[src/logic/asc_pkg.sv]
// Shared constants for the auxiliary storage control: pin layout, codes and sizes.
package asc_pkg;

    // Positions of each section and digit code width.
    localparam int POS_PER_SEC = 8;
    localparam int CODE_W      = 4;

    // Code that a position shows when no setup impulse arrived.
    localparam logic [3:0] BLANK_CODE = 4'hf;

    // Bit positions of the gathered pin vector that passes the synchroniser.
    localparam int P_RUN         = 0;
    localparam int P_GANG        = 1;
    localparam int P_EARLY       = 2;
    localparam int P_LATE        = 3;
    localparam int P_HOLD_CAM    = 4;
    localparam int P_PULSE_CAM   = 5;
    localparam int P_RESTORE_CAM = 6;
    localparam int P_STORAGE_CAM = 7;
    localparam int P_DIGIT_STB   = 8;
    localparam int P_FIRST_MINOR = 9;
    localparam int P_PILOT       = 10;
    localparam int P_ZONE_HUB    = 11;
    localparam int P_RO_A        = 12;
    localparam int P_RO_B        = 13;
    localparam int P_SUM_START   = 14;
    localparam int P_ZONE_TIME   = 15;
    localparam int P_SP_WIRED    = 16;
    localparam int P_AP_STORAGE  = 17;
    localparam int P_AP_UNIT     = 18;
    localparam int P_SUM_STB     = 19;
    localparam int P_CODE        = 20;
    localparam int P_NUM         = 24;
    localparam int P_ZONE        = 32;
    localparam int P_CTR_A       = 40;
    localparam int P_CTR_B       = 48;
    localparam int NPIN          = 56;

    // Punch FIFO shape.
    localparam int FIFO_DEPTH = 8;

endpackage

[src/logic/asc_auxiliary_storage_control.sv]
// Auxiliary storage sequencing control with its punch FIFO.
//
// Behaviour
// - Restore control relay picks in the first cycle after start, holds until stop.
// - Early-cycle relay is energized for the early impulse time of every cycle.
// - Gang punch switch on ties restore control to the line for hand cranking.
// - Early first-card minor impulse picks read-in pick relay; holds through cam.
// - Restore magnet fires when pick and restore control relays and restore cam agree.
// - Late first-card minor impulse picks section A read-in relay; holds through cam.
// - Read-in isolate relay pulses from its cam while a read-in relay is active.
// - Section A setup magnets store numeric digits from the third reading.
// - Section B read-in picks from pilot selector and zone hub outside early time.
// - Section B setup magnets store zone digits from the third reading.
// - Late readout hub impulse picks that section's readout relay; holds through cam.
// - Emitter relay pulses; emitter scan puts stored-value impulses on exit hubs.
// - Storage exits share punch exits with counters; panel relays pick the source.
// - Summary-length output is one continuous impulse over summary punching.
// - Alpha zone output is active only in zone time of each punch cycle.
// - Unit route brings B zones and A numerics out of the group A exits.
// - Summary storage relay picks with summary control relay, holds through storage cam.
// - Combined mode: zone time punches storage, numeric time punches counter digits.
// - Punching from storage holds zone transfer over the whole punching operation.
// - Unit route sends B zones in zone time and A numerics in numeric time.
// - Counter group B stays free while storage punches zone and numerics.
// - A restore clears and reloads; without restore or setup the value persists.
// - Each position holds a code or blank; no setup impulse leaves blank.
`timescale 1ns/1ns

module asc_fifo #(
    parameter int WIDTH = 16,
    parameter int DEPTH = asc_pkg::FIFO_DEPTH
) (
    // Clock and reset.
    input  wire logic             clk_i,
    input  wire logic             rst_n_i,
    // Filling side.
    input  wire logic [WIDTH-1:0] in_data_i,
    input  wire logic             in_valid_i,
    output logic                  in_ready_o,
    // Draining side.
    output logic      [WIDTH-1:0] out_data_o,
    output logic                  out_valid_o,
    input  wire logic             out_ready_i
);
    localparam int AW = (DEPTH > 1) ? $clog2(DEPTH) : 1;

    typedef struct packed {
        logic [DEPTH-1:0][WIDTH-1:0] mem;
        logic [AW-1:0]               wp;
        logic [AW-1:0]               rp;
        logic [AW:0]                 cnt;
    } asc_fifo_state_t;

    asc_fifo_state_t r;
    asc_fifo_state_t n;
    logic            do_push;
    logic            do_pop;

    assign in_ready_o  = (r.cnt != (AW+1)'(DEPTH));
    assign out_valid_o = (r.cnt != '0);
    assign out_data_o  = r.mem[r.rp];
    assign do_push     = in_valid_i && in_ready_o;
    assign do_pop      = out_valid_o && out_ready_i;

    always_comb begin
        n = r;
        if (do_push) begin
            n.mem[r.wp] = in_data_i;
            n.wp = (r.wp == AW'(DEPTH - 1)) ? '0 : r.wp + AW'(1);
        end
        if (do_pop) begin
            n.rp = (r.rp == AW'(DEPTH - 1)) ? '0 : r.rp + AW'(1);
        end
        if (do_push && !do_pop) begin
            n.cnt = r.cnt + (AW+1)'(1);
        end else if (do_pop && !do_push) begin
            n.cnt = r.cnt - (AW+1)'(1);
        end
    end

    always_ff @(posedge clk_i) begin
        if (!rst_n_i) begin
            r <= '0;
        end else begin
            r <= n;
        end
    end
endmodule

module asc_auxiliary_storage_control #(
    parameter int NPOS = asc_pkg::POS_PER_SEC
) (
    // Clock and reset.
    input  wire logic            clk_i,
    input  wire logic            rst_n_i,
    // Machine timing: run, switches, impulse times and cam breakers.
    input  wire logic            machine_run_i,
    input  wire logic            gang_punch_i,
    input  wire logic            early_time_i,
    input  wire logic            late_time_i,
    input  wire logic            hold_cam_i,
    input  wire logic            pulse_cam_i,
    input  wire logic            restore_cam_i,
    input  wire logic            storage_cam_i,
    input  wire logic            digit_strobe_i,
    input  wire logic [3:0]      digit_code_i,
    // Read-in panel hubs and third-reading holes.
    input  wire logic            first_minor_i,
    input  wire logic            pilot_transferred_i,
    input  wire logic            zone_readin_hub_i,
    input  wire logic [NPOS-1:0] numeric_hole_i,
    input  wire logic [NPOS-1:0] zone_hole_i,
    // Readout hubs.
    input  wire logic            readout_hub_a_i,
    input  wire logic            readout_hub_b_i,
    // Summary punch control and panel selections.
    input  wire logic            summary_control_i,
    input  wire logic            zone_time_i,
    input  wire logic            sp_from_storage_i,
    input  wire logic            ap_to_storage_i,
    input  wire logic            ap_to_unit_i,
    input  wire logic            summary_strobe_i,
    input  wire logic [NPOS-1:0] counter_a_i,
    input  wire logic [NPOS-1:0] counter_b_i,
    // Relay states and magnet drives.
    output logic                 restore_control_relay_o,
    output logic                 early_cycle_relay_o,
    output logic                 readin_pick_relay_o,
    output logic                 restore_magnet_o,
    output logic                 section_a_readin_relay_o,
    output logic                 section_b_readin_relay_o,
    output logic                 readin_isolate_relay_o,
    output logic                 section_a_readout_relay_o,
    output logic                 section_b_readout_relay_o,
    output logic                 readout_emitter_relay_o,
    // Storage exit hubs.
    output logic [NPOS-1:0]      exit_a_o,
    output logic [NPOS-1:0]      exit_b_o,
    // Summary punch hubs and relays.
    output logic                 summary_storage_relay_o,
    output logic                 summary_length_hub_o,
    output logic                 alpha_zone_hub_o,
    output logic                 zone_transfer_relay_o,
    output logic                 unit_route_relay_o,
    // Punch magnet stream through the FIFO.
    output logic [2*NPOS-1:0]    punch_data_o,
    output logic                 punch_valid_o,
    input  wire logic            punch_ready_i,
    output logic                 punch_accept_o
);
    localparam int NP = asc_pkg::NPIN;

    typedef struct packed {
        logic [NP-1:0]                       s1;
        logic [NP-1:0]                       s2;
        logic [NP-1:0]                       s3;
        logic                                restore_ctrl;
        logic                                pick;
        logic                                rd_a;
        logic                                rd_b;
        logic                                ro_a;
        logic                                ro_b;
        logic                                sum_store;
        logic                                zone_hold;
        logic [2*NPOS-1:0][3:0]              store;
        logic [NPOS-1:0]                     exit_a;
        logic [NPOS-1:0]                     exit_b;
        logic [NPOS-1:0]                     punch_a;
        logic [NPOS-1:0]                     punch_b;
        logic                                push;
    } asc_state_t;

    asc_state_t      r;
    asc_state_t      n;
    logic [NP-1:0]   pins;
    logic            run;
    logic            early;
    logic            late;
    logic            hold_cam;
    logic            first_minor;
    logic            dstb;
    logic            sstb;
    logic [3:0]      code;
    logic            isolate;
    logic            emitter;
    logic            zt;
    logic            ur;

    // All panel and machine levels come from outside the clock domain.
    assign pins = {counter_b_i, counter_a_i, zone_hole_i, numeric_hole_i, digit_code_i,
                   summary_strobe_i, ap_to_unit_i, ap_to_storage_i, sp_from_storage_i,
                   zone_time_i, summary_control_i, readout_hub_b_i, readout_hub_a_i,
                   zone_readin_hub_i, pilot_transferred_i, first_minor_i, digit_strobe_i,
                   storage_cam_i, restore_cam_i, pulse_cam_i, hold_cam_i, late_time_i,
                   early_time_i, gang_punch_i, machine_run_i};

    assign run         = r.s2[asc_pkg::P_RUN];
    assign early       = r.s2[asc_pkg::P_EARLY];
    assign late        = r.s2[asc_pkg::P_LATE];
    assign hold_cam    = r.s2[asc_pkg::P_HOLD_CAM];
    assign first_minor = r.s2[asc_pkg::P_FIRST_MINOR];
    assign code        = r.s2[asc_pkg::P_CODE +: 4];
    assign dstb = r.s2[asc_pkg::P_DIGIT_STB] & ~r.s3[asc_pkg::P_DIGIT_STB];
    assign sstb = r.s2[asc_pkg::P_SUM_STB] & ~r.s3[asc_pkg::P_SUM_STB];

    assign early_cycle_relay_o = early;
    // Gang punch bypasses the run latch so hand cranking still restores.
    assign restore_control_relay_o = r.restore_ctrl | r.s2[asc_pkg::P_GANG];
    assign restore_magnet_o = r.pick & restore_control_relay_o
                            & r.s2[asc_pkg::P_RESTORE_CAM];
    assign isolate = (r.rd_a | r.rd_b) & r.s2[asc_pkg::P_PULSE_CAM];
    assign emitter = (r.ro_a | r.ro_b) & r.s2[asc_pkg::P_PULSE_CAM];
    assign alpha_zone_hub_o = r.sum_store & r.s2[asc_pkg::P_ZONE_TIME];
    assign summary_length_hub_o = r.sum_store;
    // Combined mode follows the alpha zone hub; storage mode is held.
    assign zt = (alpha_zone_hub_o & r.s2[asc_pkg::P_AP_STORAGE]) | r.zone_hold;
    assign ur = alpha_zone_hub_o & r.s2[asc_pkg::P_AP_UNIT];

    assign readin_pick_relay_o       = r.pick;
    assign section_a_readin_relay_o  = r.rd_a;
    assign section_b_readin_relay_o  = r.rd_b;
    assign readin_isolate_relay_o    = isolate;
    assign section_a_readout_relay_o = r.ro_a;
    assign section_b_readout_relay_o = r.ro_b;
    assign readout_emitter_relay_o   = emitter;
    assign exit_a_o                  = r.exit_a;
    assign exit_b_o                  = r.exit_b;
    assign summary_storage_relay_o   = r.sum_store;
    assign zone_transfer_relay_o     = zt;
    assign unit_route_relay_o        = ur;

    always_comb begin
        n = r;
        n.s1 = pins;
        n.s2 = r.s1;
        n.s3 = r.s2;
        n.restore_ctrl = run & (r.restore_ctrl | early);
        n.pick = (early & first_minor) | (r.pick & hold_cam);
        n.rd_a = (late & ~early & first_minor) | (r.rd_a & hold_cam);
        n.rd_b = (~early & r.s2[asc_pkg::P_PILOT] & r.s2[asc_pkg::P_ZONE_HUB])
               | (r.rd_b & hold_cam);
        // A section taking read-in cannot also pick its readout relay.
        n.ro_a = ~n.rd_a & ((late & ~early & r.s2[asc_pkg::P_RO_A])
               | (r.ro_a & hold_cam));
        n.ro_b = ~n.rd_b & ((late & ~early & r.s2[asc_pkg::P_RO_B])
               | (r.ro_b & hold_cam));
        for (int p = 0; p < 2 * NPOS; p++) begin
            if (restore_magnet_o) begin
                n.store[p] = asc_pkg::BLANK_CODE;
            end
        end
        // Setup follows the restore, so a read-in cycle ends with the new digit.
        if (dstb) begin
            for (int p = 0; p < NPOS; p++) begin
                if (r.rd_a && r.s2[asc_pkg::P_NUM + p]) begin
                    n.store[p] = code;
                end
                if (r.rd_b && r.s2[asc_pkg::P_ZONE + p]) begin
                    n.store[NPOS + p] = code;
                end
            end
        end
        for (int p = 0; p < NPOS; p++) begin
            n.exit_a[p] = dstb & emitter & r.ro_a & ~isolate
                        & (r.store[p] == code);
            n.exit_b[p] = dstb & emitter & r.ro_b & ~isolate
                        & (r.store[NPOS + p] == code);
        end
        n.sum_store = r.s2[asc_pkg::P_SUM_START]
                    | (r.sum_store & r.s2[asc_pkg::P_STORAGE_CAM]);
        n.zone_hold = r.sum_store & r.s2[asc_pkg::P_SP_WIRED];
        n.push = sstb & r.sum_store;
        for (int p = 0; p < NPOS; p++) begin
            n.punch_a[p] = 1'b0;
            n.punch_b[p] = 1'b0;
            if (sstb) begin
                if (zt) begin
                    n.punch_a[p] = ur ? (r.store[NPOS + p] == code)
                                      : (r.store[p] == code);
                end else begin
                    n.punch_a[p] = r.s2[asc_pkg::P_CTR_A + p];
                end
                n.punch_b[p] = r.s2[asc_pkg::P_CTR_B + p];
            end
        end
    end

    always_ff @(posedge clk_i) begin
        if (!rst_n_i) begin
            r <= '0;
            r.store <= {(2 * NPOS){asc_pkg::BLANK_CODE}};
        end else begin
            r <= n;
        end
    end

    // The punch cannot be stalled mechanically, so a full FIFO shows on punch_accept_o.
    asc_fifo #(
        .WIDTH (2 * NPOS),
        .DEPTH (asc_pkg::FIFO_DEPTH)
    ) u_fifo (
        .clk_i       (clk_i),
        .rst_n_i     (rst_n_i),
        .in_data_i   ({r.punch_b, r.punch_a}),
        .in_valid_i  (r.push),
        .in_ready_o  (punch_accept_o),
        .out_data_o  (punch_data_o),
        .out_valid_o (punch_valid_o),
        .out_ready_i (punch_ready_i)
    );
endmodule

[config.mk]
export PLATFORM = sky130hd
export DESIGN_NAME = asc_auxiliary_storage_control
export DESIGN_NICKNAME = d
export VERILOG_FILES = /design/src/logic/asc_pkg.sv /design/src/logic/asc_auxiliary_storage_control.sv
export SDC_FILE = /design/constraint.sdc
export NUM_CORES = 1
export LEC_CHECK = 0
export BUFFER_PORTS_ARGS = -buffer_cell sky130_fd_sc_hd__buf_2
export CAP_MARGIN = 20
export CORE_MARGIN = 2
export CORE_UTILIZATION = 35
export CTS_BUF_LIST = sky130_fd_sc_hd__clkbuf_16
export CTS_CLUSTER_DIAMETER = 200
export CTS_CLUSTER_SIZE = 40
export DETAILED_ROUTE_END_ITERATION = 16
export HOLD_SLACK_MARGIN = 0.15
export PLACE_DENSITY = 0.57
export SYNTH_ARGS = -nofsm -noshare
export SYNTH_HDL_FRONTEND = slang
export SYNTH_SLANG_ARGS = --single-unit
export TNS_END_PERCENT = 30
[constraint.sdc]
create_clock -name clk_i -period 2.7 [get_ports clk_i]
set_input_delay 0 -clock clk_i [delete_from_list [all_inputs] [get_ports clk_i]]
set_output_delay 0 -clock clk_i [all_outputs]
set_load 0.02 [all_outputs]
# After elaboration in Yosys (flattened, before gate mapping)
# Cells that the tools add are included.
[word_totals]
register_bits = 375
latch_bits = 0
ram_bits = 0
mem_bits_ro = 0
input_bits = 59
out_inout_bits = 49
elab_cells = 218
n_memories = 0
[op_classes]
n_addsub = 4
mul = 0
div_mod_pow = 0
n_lt_le_gt_ge = 3
eq_ne = 19
shifts = 0
mux = 58
bitwise_logic = 65
reduce_logical = 26
[ops]
columns = ["op", "count"]
rows = [
  ["two-way mux 4 bit", 34],
  ["bitwise mux 128 bit", 1],
  ["equality test 4 bit", 16],
  ["two-way mux 64 bit", 1],
  ["bitwise AND 1 bit", 48],
  ["binary-select mux 16 bit (select 3 bit)", 1],
  ["demux 16 bit (select 3 bit)", 1],
  ["two-way mux 16 bit", 2],
  ["logical AND 1 bit", 21],
  ["two-way mux 1 bit", 16],
  ["bitwise OR 1 bit", 11],
  ["< comparator 3 x 4 -> 1 bit (second input constant)", 2],
  ["adder 3 x 1 -> 3 bit (second input constant)", 2],
  ["equality test 3 bit (second input constant)", 2],
  ["two-way mux 3 bit", 2],
  ["NOT 1 bit", 6],
  ["adder 4 x 1 -> 4 bit (second input constant)", 1],
  ["inequality test 4 bit (second input constant)", 1],
  ["nonzero test 4 bit", 1],
  ["subtractor 4 x 1 -> 4 bit (second input constant)", 1],
  ["greater-or-equal comparator 3 x 1 -> 1 bit (second input constant)", 1],
  ["zero test 1 bit", 2],
  ["AND reduction 2 bit", 1],
  ["nonzero test 2 bit", 1],
]

# Longest topological paths before layout
# Gate-level depths: netlist of run 1.
[depth]
ltp_word = 6
depth_mapped = 11
depth_no_buf = 10

# By module
# Synthesis of run 1 repeated with hierarchy kept, for this count alone.
[unflattened]
hier_cells = 1415
area_unflattened_um2 = 14381.3
[by_module_without_submodules]
columns = ["module", "instances", "cells_each", "area_per_inst_um2", "seq_area_each_um2"]
rows = [
  ["asc_auxiliary_storage_control", 1, 780, 7933.9, 4384.2],
  ["asc_fifo", 1, 635, 6447.4, 2762.6],
]

# Worst setup path after synthesis of run 1
# Ideal clock, no wire load.
[synth_path]
kind = "flip-flop to flip-flop"
start = "reg u_fifo.r[0] (netlist name)"
end = "reg u_fifo.r[3] (netlist name)"
setup_time_ns = 0.072
t_arrival_ns = 2.461
required_ns = 2.628
path_slack_ns = 0.167
path_stages_with_launch = 10
n_path_buf = 0
path_cell_list = "dfxtp_1 or4_2 nand2_1 ha_1 inv_1 ha_1 a21oi_1 a211oi_1 a31oi_1 mux2i_1"
[synth_via]
elab_chain_cells = 5
elab_cells_between_ends = 13
[synth_rtl]
columns = ["item", "line", "source"]
rows = [
  ["start: declaration", "asc_auxiliary_storage_control.sv:54", "asc_fifo_state_t r;"],
  ["start signal: assignment", "asc_auxiliary_storage_control.sv:85", "r <= n;"],
  ["nonzero test 4 bit (*)", "asc_auxiliary_storage_control.sv:60", "assign out_valid_o = (r.cnt != '0);"],
  ["via punch_valid_o", "asc_auxiliary_storage_control.sv:147", "output logic punch_valid_o,"],
  ["logical AND 1 bit (*)", "asc_auxiliary_storage_control.sv:63", "assign do_pop = out_valid_o && out_ready_i;"],
  ["zero test 1 bit", "asc_auxiliary_storage_control.sv:74", "if (do_push && !do_pop) begin"],
  ["logical AND 1 bit", "asc_auxiliary_storage_control.sv:74", ""],
  ["two-way mux 4 bit / nonzero test 2 bit (equally long branches)", "--", ""],
]
# Mark *: on every way through the listed nets, which the timed path passes. The rest lies on a longest branch. The select of a mux whose other input is x is not followed.
# A chain may end at the register's enable or synchronous reset.

# Worst setup path after layout of run 1
[layout_path]
start = "reg u_fifo.r[0] (netlist name)"
end = "reg u_fifo.r[3] (netlist name)"
[layout_via]
elab_chain_cells = 5
elab_cells_between_ends = 13
[layout_rtl]
columns = ["item"]
rows = [
  ["branches (longest 5 deep; another with subtractor 4 x 1 -> 4 bit)"],
]
# Several ways; the timed one is not identified. The select of a mux whose other input is x is not followed.

==> results of run 1 <==
[critical path, cell delays in order, from the launching register on]
cell and delay, ps:
dfxtp_2 380, or4_2 690, nand2_2 140, ha_1 180, inv_1 90, ha_1 340
a21oi_2 170, a211oi_1 80, a31oi_1 200, mux2i_1 200
[power groups by stage]
stage               sequential, uW  clock [uW]  combinational (uW)
finish                        5470        2430                 894
global route                  5490        2700                 984
CTS                           5470        2550                 903
detailed placement            5590           0                 785
global placement              5580           0                 772
floorplan                     5530           0                 580
[timing repair]
item,CTS,global route
endpoints found under the setup margin,0,1
buffers inserted,0,0
hold buffers,107,0
gates resized for setup,0,3
hold endpoints to repair,96,0
[area by class of cell]
class / count / area [um^2]
diodes: 1 / 2.50
clock buffers: 13 / 325
clock inverters: 1 / 5.00
fillers: 3799 / 22700
inverters: 3 / 11.3
multi-input cells: 880 / 6090
flip-flops and latches: 357 / 7150
well taps: 518 / 648
repair buffers: 236 / 1910
[how the worst max path moves through the flow]
stage / slack, ps / endpoint / startpoint
6_report: 180 / u_fifo.r[3] / u_fifo.r[0]
5_1_grt: 4 / u_fifo.r[3] / u_fifo.r[3]
4_1_cts: 90 / u_fifo.r[3] / u_fifo.r[0]
3_5_place_dp: 120 / u_fifo.r[3] / u_fifo.r[0]
3_3_place_gp: 190 / u_fifo.r[3] / u_fifo.r[0]
2_1_floorplan: 170 / u_fifo.r[3] / u_fifo.r[0]
[registers in the layout (all words and copies together) (netlist names), 4 cells and up]
name	cells
exit_b_o	8
n	104
code	4
r	85
exit_a_o	8
u_fifo.r	138
[synth_stat cells (5+ instances only)]
library cell  count  area, um^2
dfxtp_1         357        7150
nand2_1         176         661
and2_1          143         895
mux2i_1         130        1300
nor2_1           82         308
o21ai_0          73         365
xnor2_1          66         578
nor3_1           64         320
clkbuf_1         62         233
mux4_2           32         721
buf_4            22         165
buf_2            16        80.1
mux2_2           16         180
nand4_1          16         100
nand3_1          13        65.1
buf_6             7        78.8
ha_1              7        87.6
o31a_1            7        61.3
a21boi_0          6        45.0
and3_1            5        31.3
nor2b_1           5        31.3
[cell usage in the layout (no fill, tap or decap), types with 10 or more instances in the layout]
master	count
mux4_2	32
nand2_1	175
nor2_1	82
buf_4	12
o21ai_0	73
xnor2_1	66
buf_12	10
and2_1	143
buf_2	106
nand3_1	13
nor3_1	64
clkbuf_16	13
mux2_2	16
nand4_1	16
dlygate4sd3_1	107
dfxtp_1	355
mux2i_1	130
[through the flow]
step / utilization / power (uW) / setup slack, ps / hold WS (ps)
after floorplan: - / 6110 / 167 / 127
after global placement: 0.379 / 6360 / 189 / 206
after detailed placement: 0.379 / 6370 / 121 / 209
after CTS: 0.415 / 8930 / 86.0 / 233
after global routing: 0.416 / 9180 / 4.17 / 257
final: 0.416 / 8800 / 182 / 250
[logic make-up (layout without fill, tap and decap cells)]
| group | count (synthesis) | in the layout | synth area share |
|---|---|---|---|
| adders and majority gates | 8 | 8 | 0.00779 |
| and+or+nand+nor | 527 | 527 | 0.189 |
| muxes | 178 | 178 | 0.159 |
| AOI/OAI and AO/OA | 101 | 101 | 0.0420 |
| xor gates and xnor gates | 66 | 66 | 0.0418 |
| buffers and inverters | 114 | 253 | 0.0434 |
| other | 0 | 1 | 0 |
| DFF | 357 | 357 | 0.517 |
[routing by layer]
| layer | vias up | share of wire | track usage |
|---|---|---|---|
| li1 | 4764 | - | - |
| met1 | 4492 | 0.48 | 0.202 |
| met2 | 147 | 0.47 | 0.250 |
| met3 | 30 | 0.032 | 0.0154 |
| met4 | 0 | 0.019 | 0.0336 |
| met5 | - | 0 | 0 |
==> PnR_summary.wiki, run 1 <==
{| class="wikitable"
! Metric !! Value
|-
| H-tree depth reported by CTS || 1
|-
| Crit path required time || 3160 ps
|-
| Destination of the worst hold path || n[178]
|-
| GRT Residual Overflow || 0
|-
| Fin crit period || between 2000 and 3000 ps
|-
| Reg2reg start || u_fifo.r[0]
|-
| Slew at the pin with the worst max-slew slack || roughly 770 ps
|-
| Number of rows in the core area || 72
|-
| Worst rel slew slack || 0.487
|-
| Total Routed Length || 30,600 um
|-
| Root buf cell || clkbuf_16
|-
| Cell area power density || 545 nW/um^2
|-
| Static Leakage || ~0.0066 uW
|-
| Pin count of the biggest net entering global routing || 164
|-
| Skew final || about 21 ps
|-
| Number of buffer cells added on primary ports || roughly 110
|-
| Post-Place Cells || around 1.9k
|-
| Clock share of power || 0.276
|-
| Net switching share of the total power || 0.235
|-
| Mean instance size in the synthesized netlist || around 10 um^2
|-
| Fmax || 397 MHz
|-
| Average routed wire per standard cell || around 15 um
|-
| Count of endpoints failing hold in the final timing report || 0
|-
| Num ports || 108
|-
| First-pass GRT wire length || between 40,000 and 50,000 um
|-
| Worst hold path cell count || 3
|-
| Critical Path Sink Type || flip-flop
|-
| Sequential cell area fraction in the yosys report || 0.517
|-
| Number of slew-limit violations in the final report || 0
|-
| Number of instances in the synthesized netlist || 1,351
|-
| Synth unique cells || 50
|-
| Setup slack, reg-to-reg || about 180 ps
|-
| Type of the most critical hold path || input port to flip-flop
|-
| NumNets Final || 1,557
|-
| Clock sink count || 357
|-
| Flip-flop and latch count after synthesis || between 300 and 400
|-
| Initial DRC Count || ~500
|-
| Post-Route Setup TNS || 0 ps
|-
| Path type of the worst setup path || flip-flop to flip-flop
|-
| Sequential power share || 0.622
|-
| Result of the run || finished, final reports clean
|-
| Internal power summed over all cells || 6720 uW
|-
| DRC Markers || 0
|-
| Drt via density || 4.70
|-
| Max-cap viol count || 0
|-
| Effective utilization at floorplan || 0.356
|-
| Depth of the worst register-to-register path || 9
|-
| Total nets after synthesis || ~1.4k
|-
| Predominant post-synthesis flop cell || dfxtp_1
|-
| Initial antenna violation count || 0
|-
| Clk pin slew, worst setup/hold paths || 150 ps
|-
| RSZ-0062 raised after global routing || false
|-
| Crit start category || flip-flop
|-
| Number of buffers created by CTS || 12
|-
| Synth Cell Area || 13,800 um^2
|-
| Yosys warns || 0
|-
| Post-detail-place hpwl || about 19,000 um
|-
| Die width || slightly above 200 um
|-
| Count of flip-flops with a built-in enable after synthesis || 0
|-
| Weighted congestion reported at the end of routability-driven placement || 0.724
|-
| Portion of the clock cycle consumed by the worst path in the final layout || 0.933
|-
| Largest driver fanout on the critical path || 5
|-
| Combinational Power Share || 0.102
|-
| TritonCTS clock tree || done
|-
| Proportion of layout cells with a drive suffix above 1 || 0.140
|-
| Total non-filler cell area in the finished layout || roughly 16,000 um^2
|-
| Maximum resistive drop on vdd || 0.359 mV
|-
| Die Span Y || slightly above 200 um
|-
| Non-filler instance count after layout || 2,009
|-
| Endpoint of the lowest-slack register-to-register path || u_fifo.r[3]
|-
| Total routing resource utilization after global routing || 0.147
|-
| Via count of the first global-routing pass || 9,133
|-
| Number of nets with antenna violations after detailed routing || 0
|-
| Die footprint || 41,100 um^2
|-
| First-pass detailed-route iteration total || 5
|-
| Insertion delay of the later-clocked pin in the worst-skew pair || 520 ps
|-
| Area delta synth->final || 16.7%
|-
| Arrival @ worst endpoint || a little under 3000 ps
|-
| Asr flop ratio synth || 0
|-
| Switch Pwr || about 2100 uW
|-
| Instance area after placement || 14,700 um^2
|-
| Hold Path Origin || ap_to_storage_i
|-
| Core box area || just under 40,000 um^2
|-
| Number of setup violations in the final report || 0
|-
| Number of buffers on the longest clock path || 3
|-
| Via Count || 9,433
|}
Note: power is estimated with default switching activity, not from simulation.
==> inputs of run 2 (changes only) <==
- PLACE_DENSITY: 0.57 -> default
- SETUP_SLACK_MARGIN: default -> 0.5
==> run 2 against run 1 <==
Against the previous run:
- die area unchanged
- sequential cell count unchanged
- worst setup slack improved by 300 ps
- global-route usage down 0.18 points
- design area down 1.6%
- register-to-register slack gained 300 ps
- maximum frequency is 14% higher
- highest routed layer unchanged
==> PnR_summary.wiki, run 2 (synthesis gave the netlist of run 1 again) <==
{| class="wikitable"
! Metric !! Value
|-
| Crit start category || flip-flop
|-
| Fin crit period || 2220 ps (-302 ps)
|-
| GRT Residual Overflow || 0 (unchanged)
|-
| Root buf cell || clkbuf_16
|-
| Portion of the clock cycle consumed by the worst path in the final layout || 0.821 (-0.112)
|-
| Insertion delay of the later-clocked pin in the worst-skew pair || 520 ps (about the same)
|-
| Clock share of power || 0.274 (-0.002)
|-
| Crit path required time || 3110 ps (-50 ps)
|-
| Pin count of the biggest net entering global routing || 170 (+3.7%)
|-
| DRC Markers || 0 (unchanged)
|-
| Fmax || 451 MHz (+14%)
|-
| Maximum resistive drop on vdd || 0.393 mV (+9.6%)
|-
| Via count of the first global-routing pass || 9,006 (-1.4%)
|-
| Number of slew-limit violations in the final report || 0 (unchanged)
|-
| Max-cap viol count || 0 (unchanged)
|-
| Effective utilization at floorplan || 0.356 (unchanged)
|-
| Weighted congestion reported at the end of routability-driven placement || 0.758 (+4.6%)
|-
| Die footprint || 41,100 um^2 (unchanged)
|-
| H-tree depth reported by CTS || 1 (unchanged)
|-
| Total non-filler cell area in the finished layout || 15,900 um^2 (-1.6%)
|-
| Net switching share of the total power || 0.235 (about the same)
|-
| Number of buffers on the longest clock path || 3 (unchanged)
|-
| Post-detail-place hpwl || 19,700 um (+2.2%)
|-
| Arrival @ worst endpoint || 2630 ps (-350 ps)
|-
| Number of nets with antenna violations after detailed routing || 0 (unchanged)
|-
| Post-Route Setup TNS || 0 ps (unchanged)
|-
| Leading cell types in the layout, fill and taps excluded || dfxtp_1, nand2_1, and2_1, mux2i_1, buf_2
|-
| NumNets Final || 1,533 (-1.5%)
|-
| Switch Pwr || 2080 uW (+0.59%)
|-
| Area delta synth->final || 14.9%
|-
| Count of inserted antenna diode cells || 0 (-1)
|-
| First-pass detailed-route iteration total || 4 (-1)
|-
| Count of endpoints failing hold in the final timing report || 0 (unchanged)
|-
| Num ports || 108 (unchanged)
|-
| RSZ-0062 raised after global routing || true
|-
| Initial DRC Count || 578 (+15%)
|-
| Combinational Power Share || 0.107 (+0.005)
|-
| Path type of the worst setup path || flip-flop to flip-flop
|-
| Leading cell type in the layout, fill and taps excluded || dfxtp_1
|-
| Number of flip-flops in the largest register || 138 (unchanged)
|-
| Type of the most critical hold path || input port to flip-flop
|-
| Number of buffers created by CTS || 12 (unchanged)
|-
| Slew at the pin with the worst max-slew slack || 816 ps (+46.6 ps)
|-
| Static Leakage || 0.00644 uW (-2.2%)
|-
| Total routing resource utilization after global routing || 0.146 (-0.00178)
|-
| Number of setup violations in the final report || 0 (unchanged)
|-
| Largest reg by FF count || u_fifo.r
|-
| Number of rows in the core area || 72 (unchanged)
|-
| Skew final || 19.2 ps (-1.65 ps)
|-
| Die Span Y || 203 um (unchanged)
|-
| Clock sink count || 357 (unchanged)
|-
| Internal power summed over all cells || 6760 uW (+0.60%)
|-
| Total Routed Length || 30,200 um (-1.3%)
|-
| Instance area after placement || 14,700 um^2 (about the same)
|-
| Clk pin slew, worst setup/hold paths || 140 ps (about the same)
|-
| Average routed wire per standard cell || 15.2 um (about the same)
|-
| Die width || 203 um (unchanged)
|-
| Core box area || 38,800 um^2 (unchanged)
|-
| TritonCTS clock tree || done
|-
| Result of the run || finished, final reports clean
|-
| Sequential power share || 0.619 (-0.003)
|-
| Via Count || 9,297 (-1.4%)
|-
| Number of buffer cells added on primary ports || 107 (unchanged)
|-
| Proportion of layout cells with a drive suffix above 1 || 0.155 (+0.0152)
|-
| Cell area power density || 557 nW/um^2 (+2.2%)
|-
| Worst rel slew slack || 0.453 (-0.0336)
|-
| Largest driver fanout on the critical path || 5 (unchanged)
|-
| Initial antenna violation count || 0 (unchanged)
|-
| Critical Path Sink Type || flip-flop
|-
| First-pass GRT wire length || 48,600 um (-1.1%)
|-
| Drt via density || 4.69 (-0.20%)
|}
run 2: cell count changes in the layout (fill, tap and decap cells not counted), moves of 3 or more:
cell | before | now
dfxtp_1 | 355 | 352
dlygate4sd3_1 | 107 | 74
buf_12 | 10 | 5
buf_4 | 12 | 26
dfxtp_4 | 0 | 3
run 2: per-stage QoR:
step	power (uW)	utilization	instances	setup slack [ps]	hold slack [ps]
finish	8850	0.409	1984	484	208
global route	9220	0.409	1984	440	196
CTS	8950	0.409	1984	495	179
detailed placement	6390	0.379	1890	240	208
global placement	6380	0.379	1890	299	205
floorplan	6140	-	1351	516	127
run 2: area by class of cell:
| cell class | count | area [um^2] |
|---|---|---|
| Fill cell | 3726 | 22900 |
| Tap cell | 518 | 648 |
| Timing Repair Buffer | 212 | 1580 |
| Sequential cell | 357 | 7160 |
| Clock inverter | 1 | 5.00 |
| Clock buffer | 13 | 325 |
| Multi-Input combinational cell | 880 | 6150 |
| Inverter | 3 | 13.8 |
run 2: what timing repair did:
item	4_1_cts	5_1_grt
gates cloned	0	0
pin swaps	2	0
hold buffers	74	0
hold endpoints to repair	91	0
gates resized for setup	8	3
endpoints found under the setup margin	40	28
setup buffers	6	0
run 2: critical path: stages, from the launching register on:
cell	delay, ps
dfxtp_2	380
or4_4	570
nand2_4	130
ha_4	150
inv_4	50
ha_4	280
nand3_1	120
a211oi_2	230
a31oi_1	70
mux2i_1	130
run 2: final timing paths:
kind	startpoint	to	slack, ps	cells past startpoint
setup reg to reg	u_fifo.r[0]	u_fifo.r[3]	480	9
hold reg to reg	n[156]	r[4]	440	1
setup / recovery	u_fifo.r[0]	u_fifo.r[3]	480	9
hold / removal	digit_strobe_i	n[169]	210	3
run 2: metal layers:
layer	part of all wire	global-route usage
met1	0.48	0.204
met2	0.46	0.240
met3	0.037	0.0185
met4	0.015	0.0300
met5	0	0
run 2: power by group through the flow:
stage	clock [uW]	combinational [uW]	sequential (uW)
5_1_grt	2700	1030	5500
2_1_floorplan	0	606	5530
3_5_place_dp	0	780	5610
6_report	2420	945	5480
3_3_place_gp	0	771	5610
4_1_cts	2540	937	5480
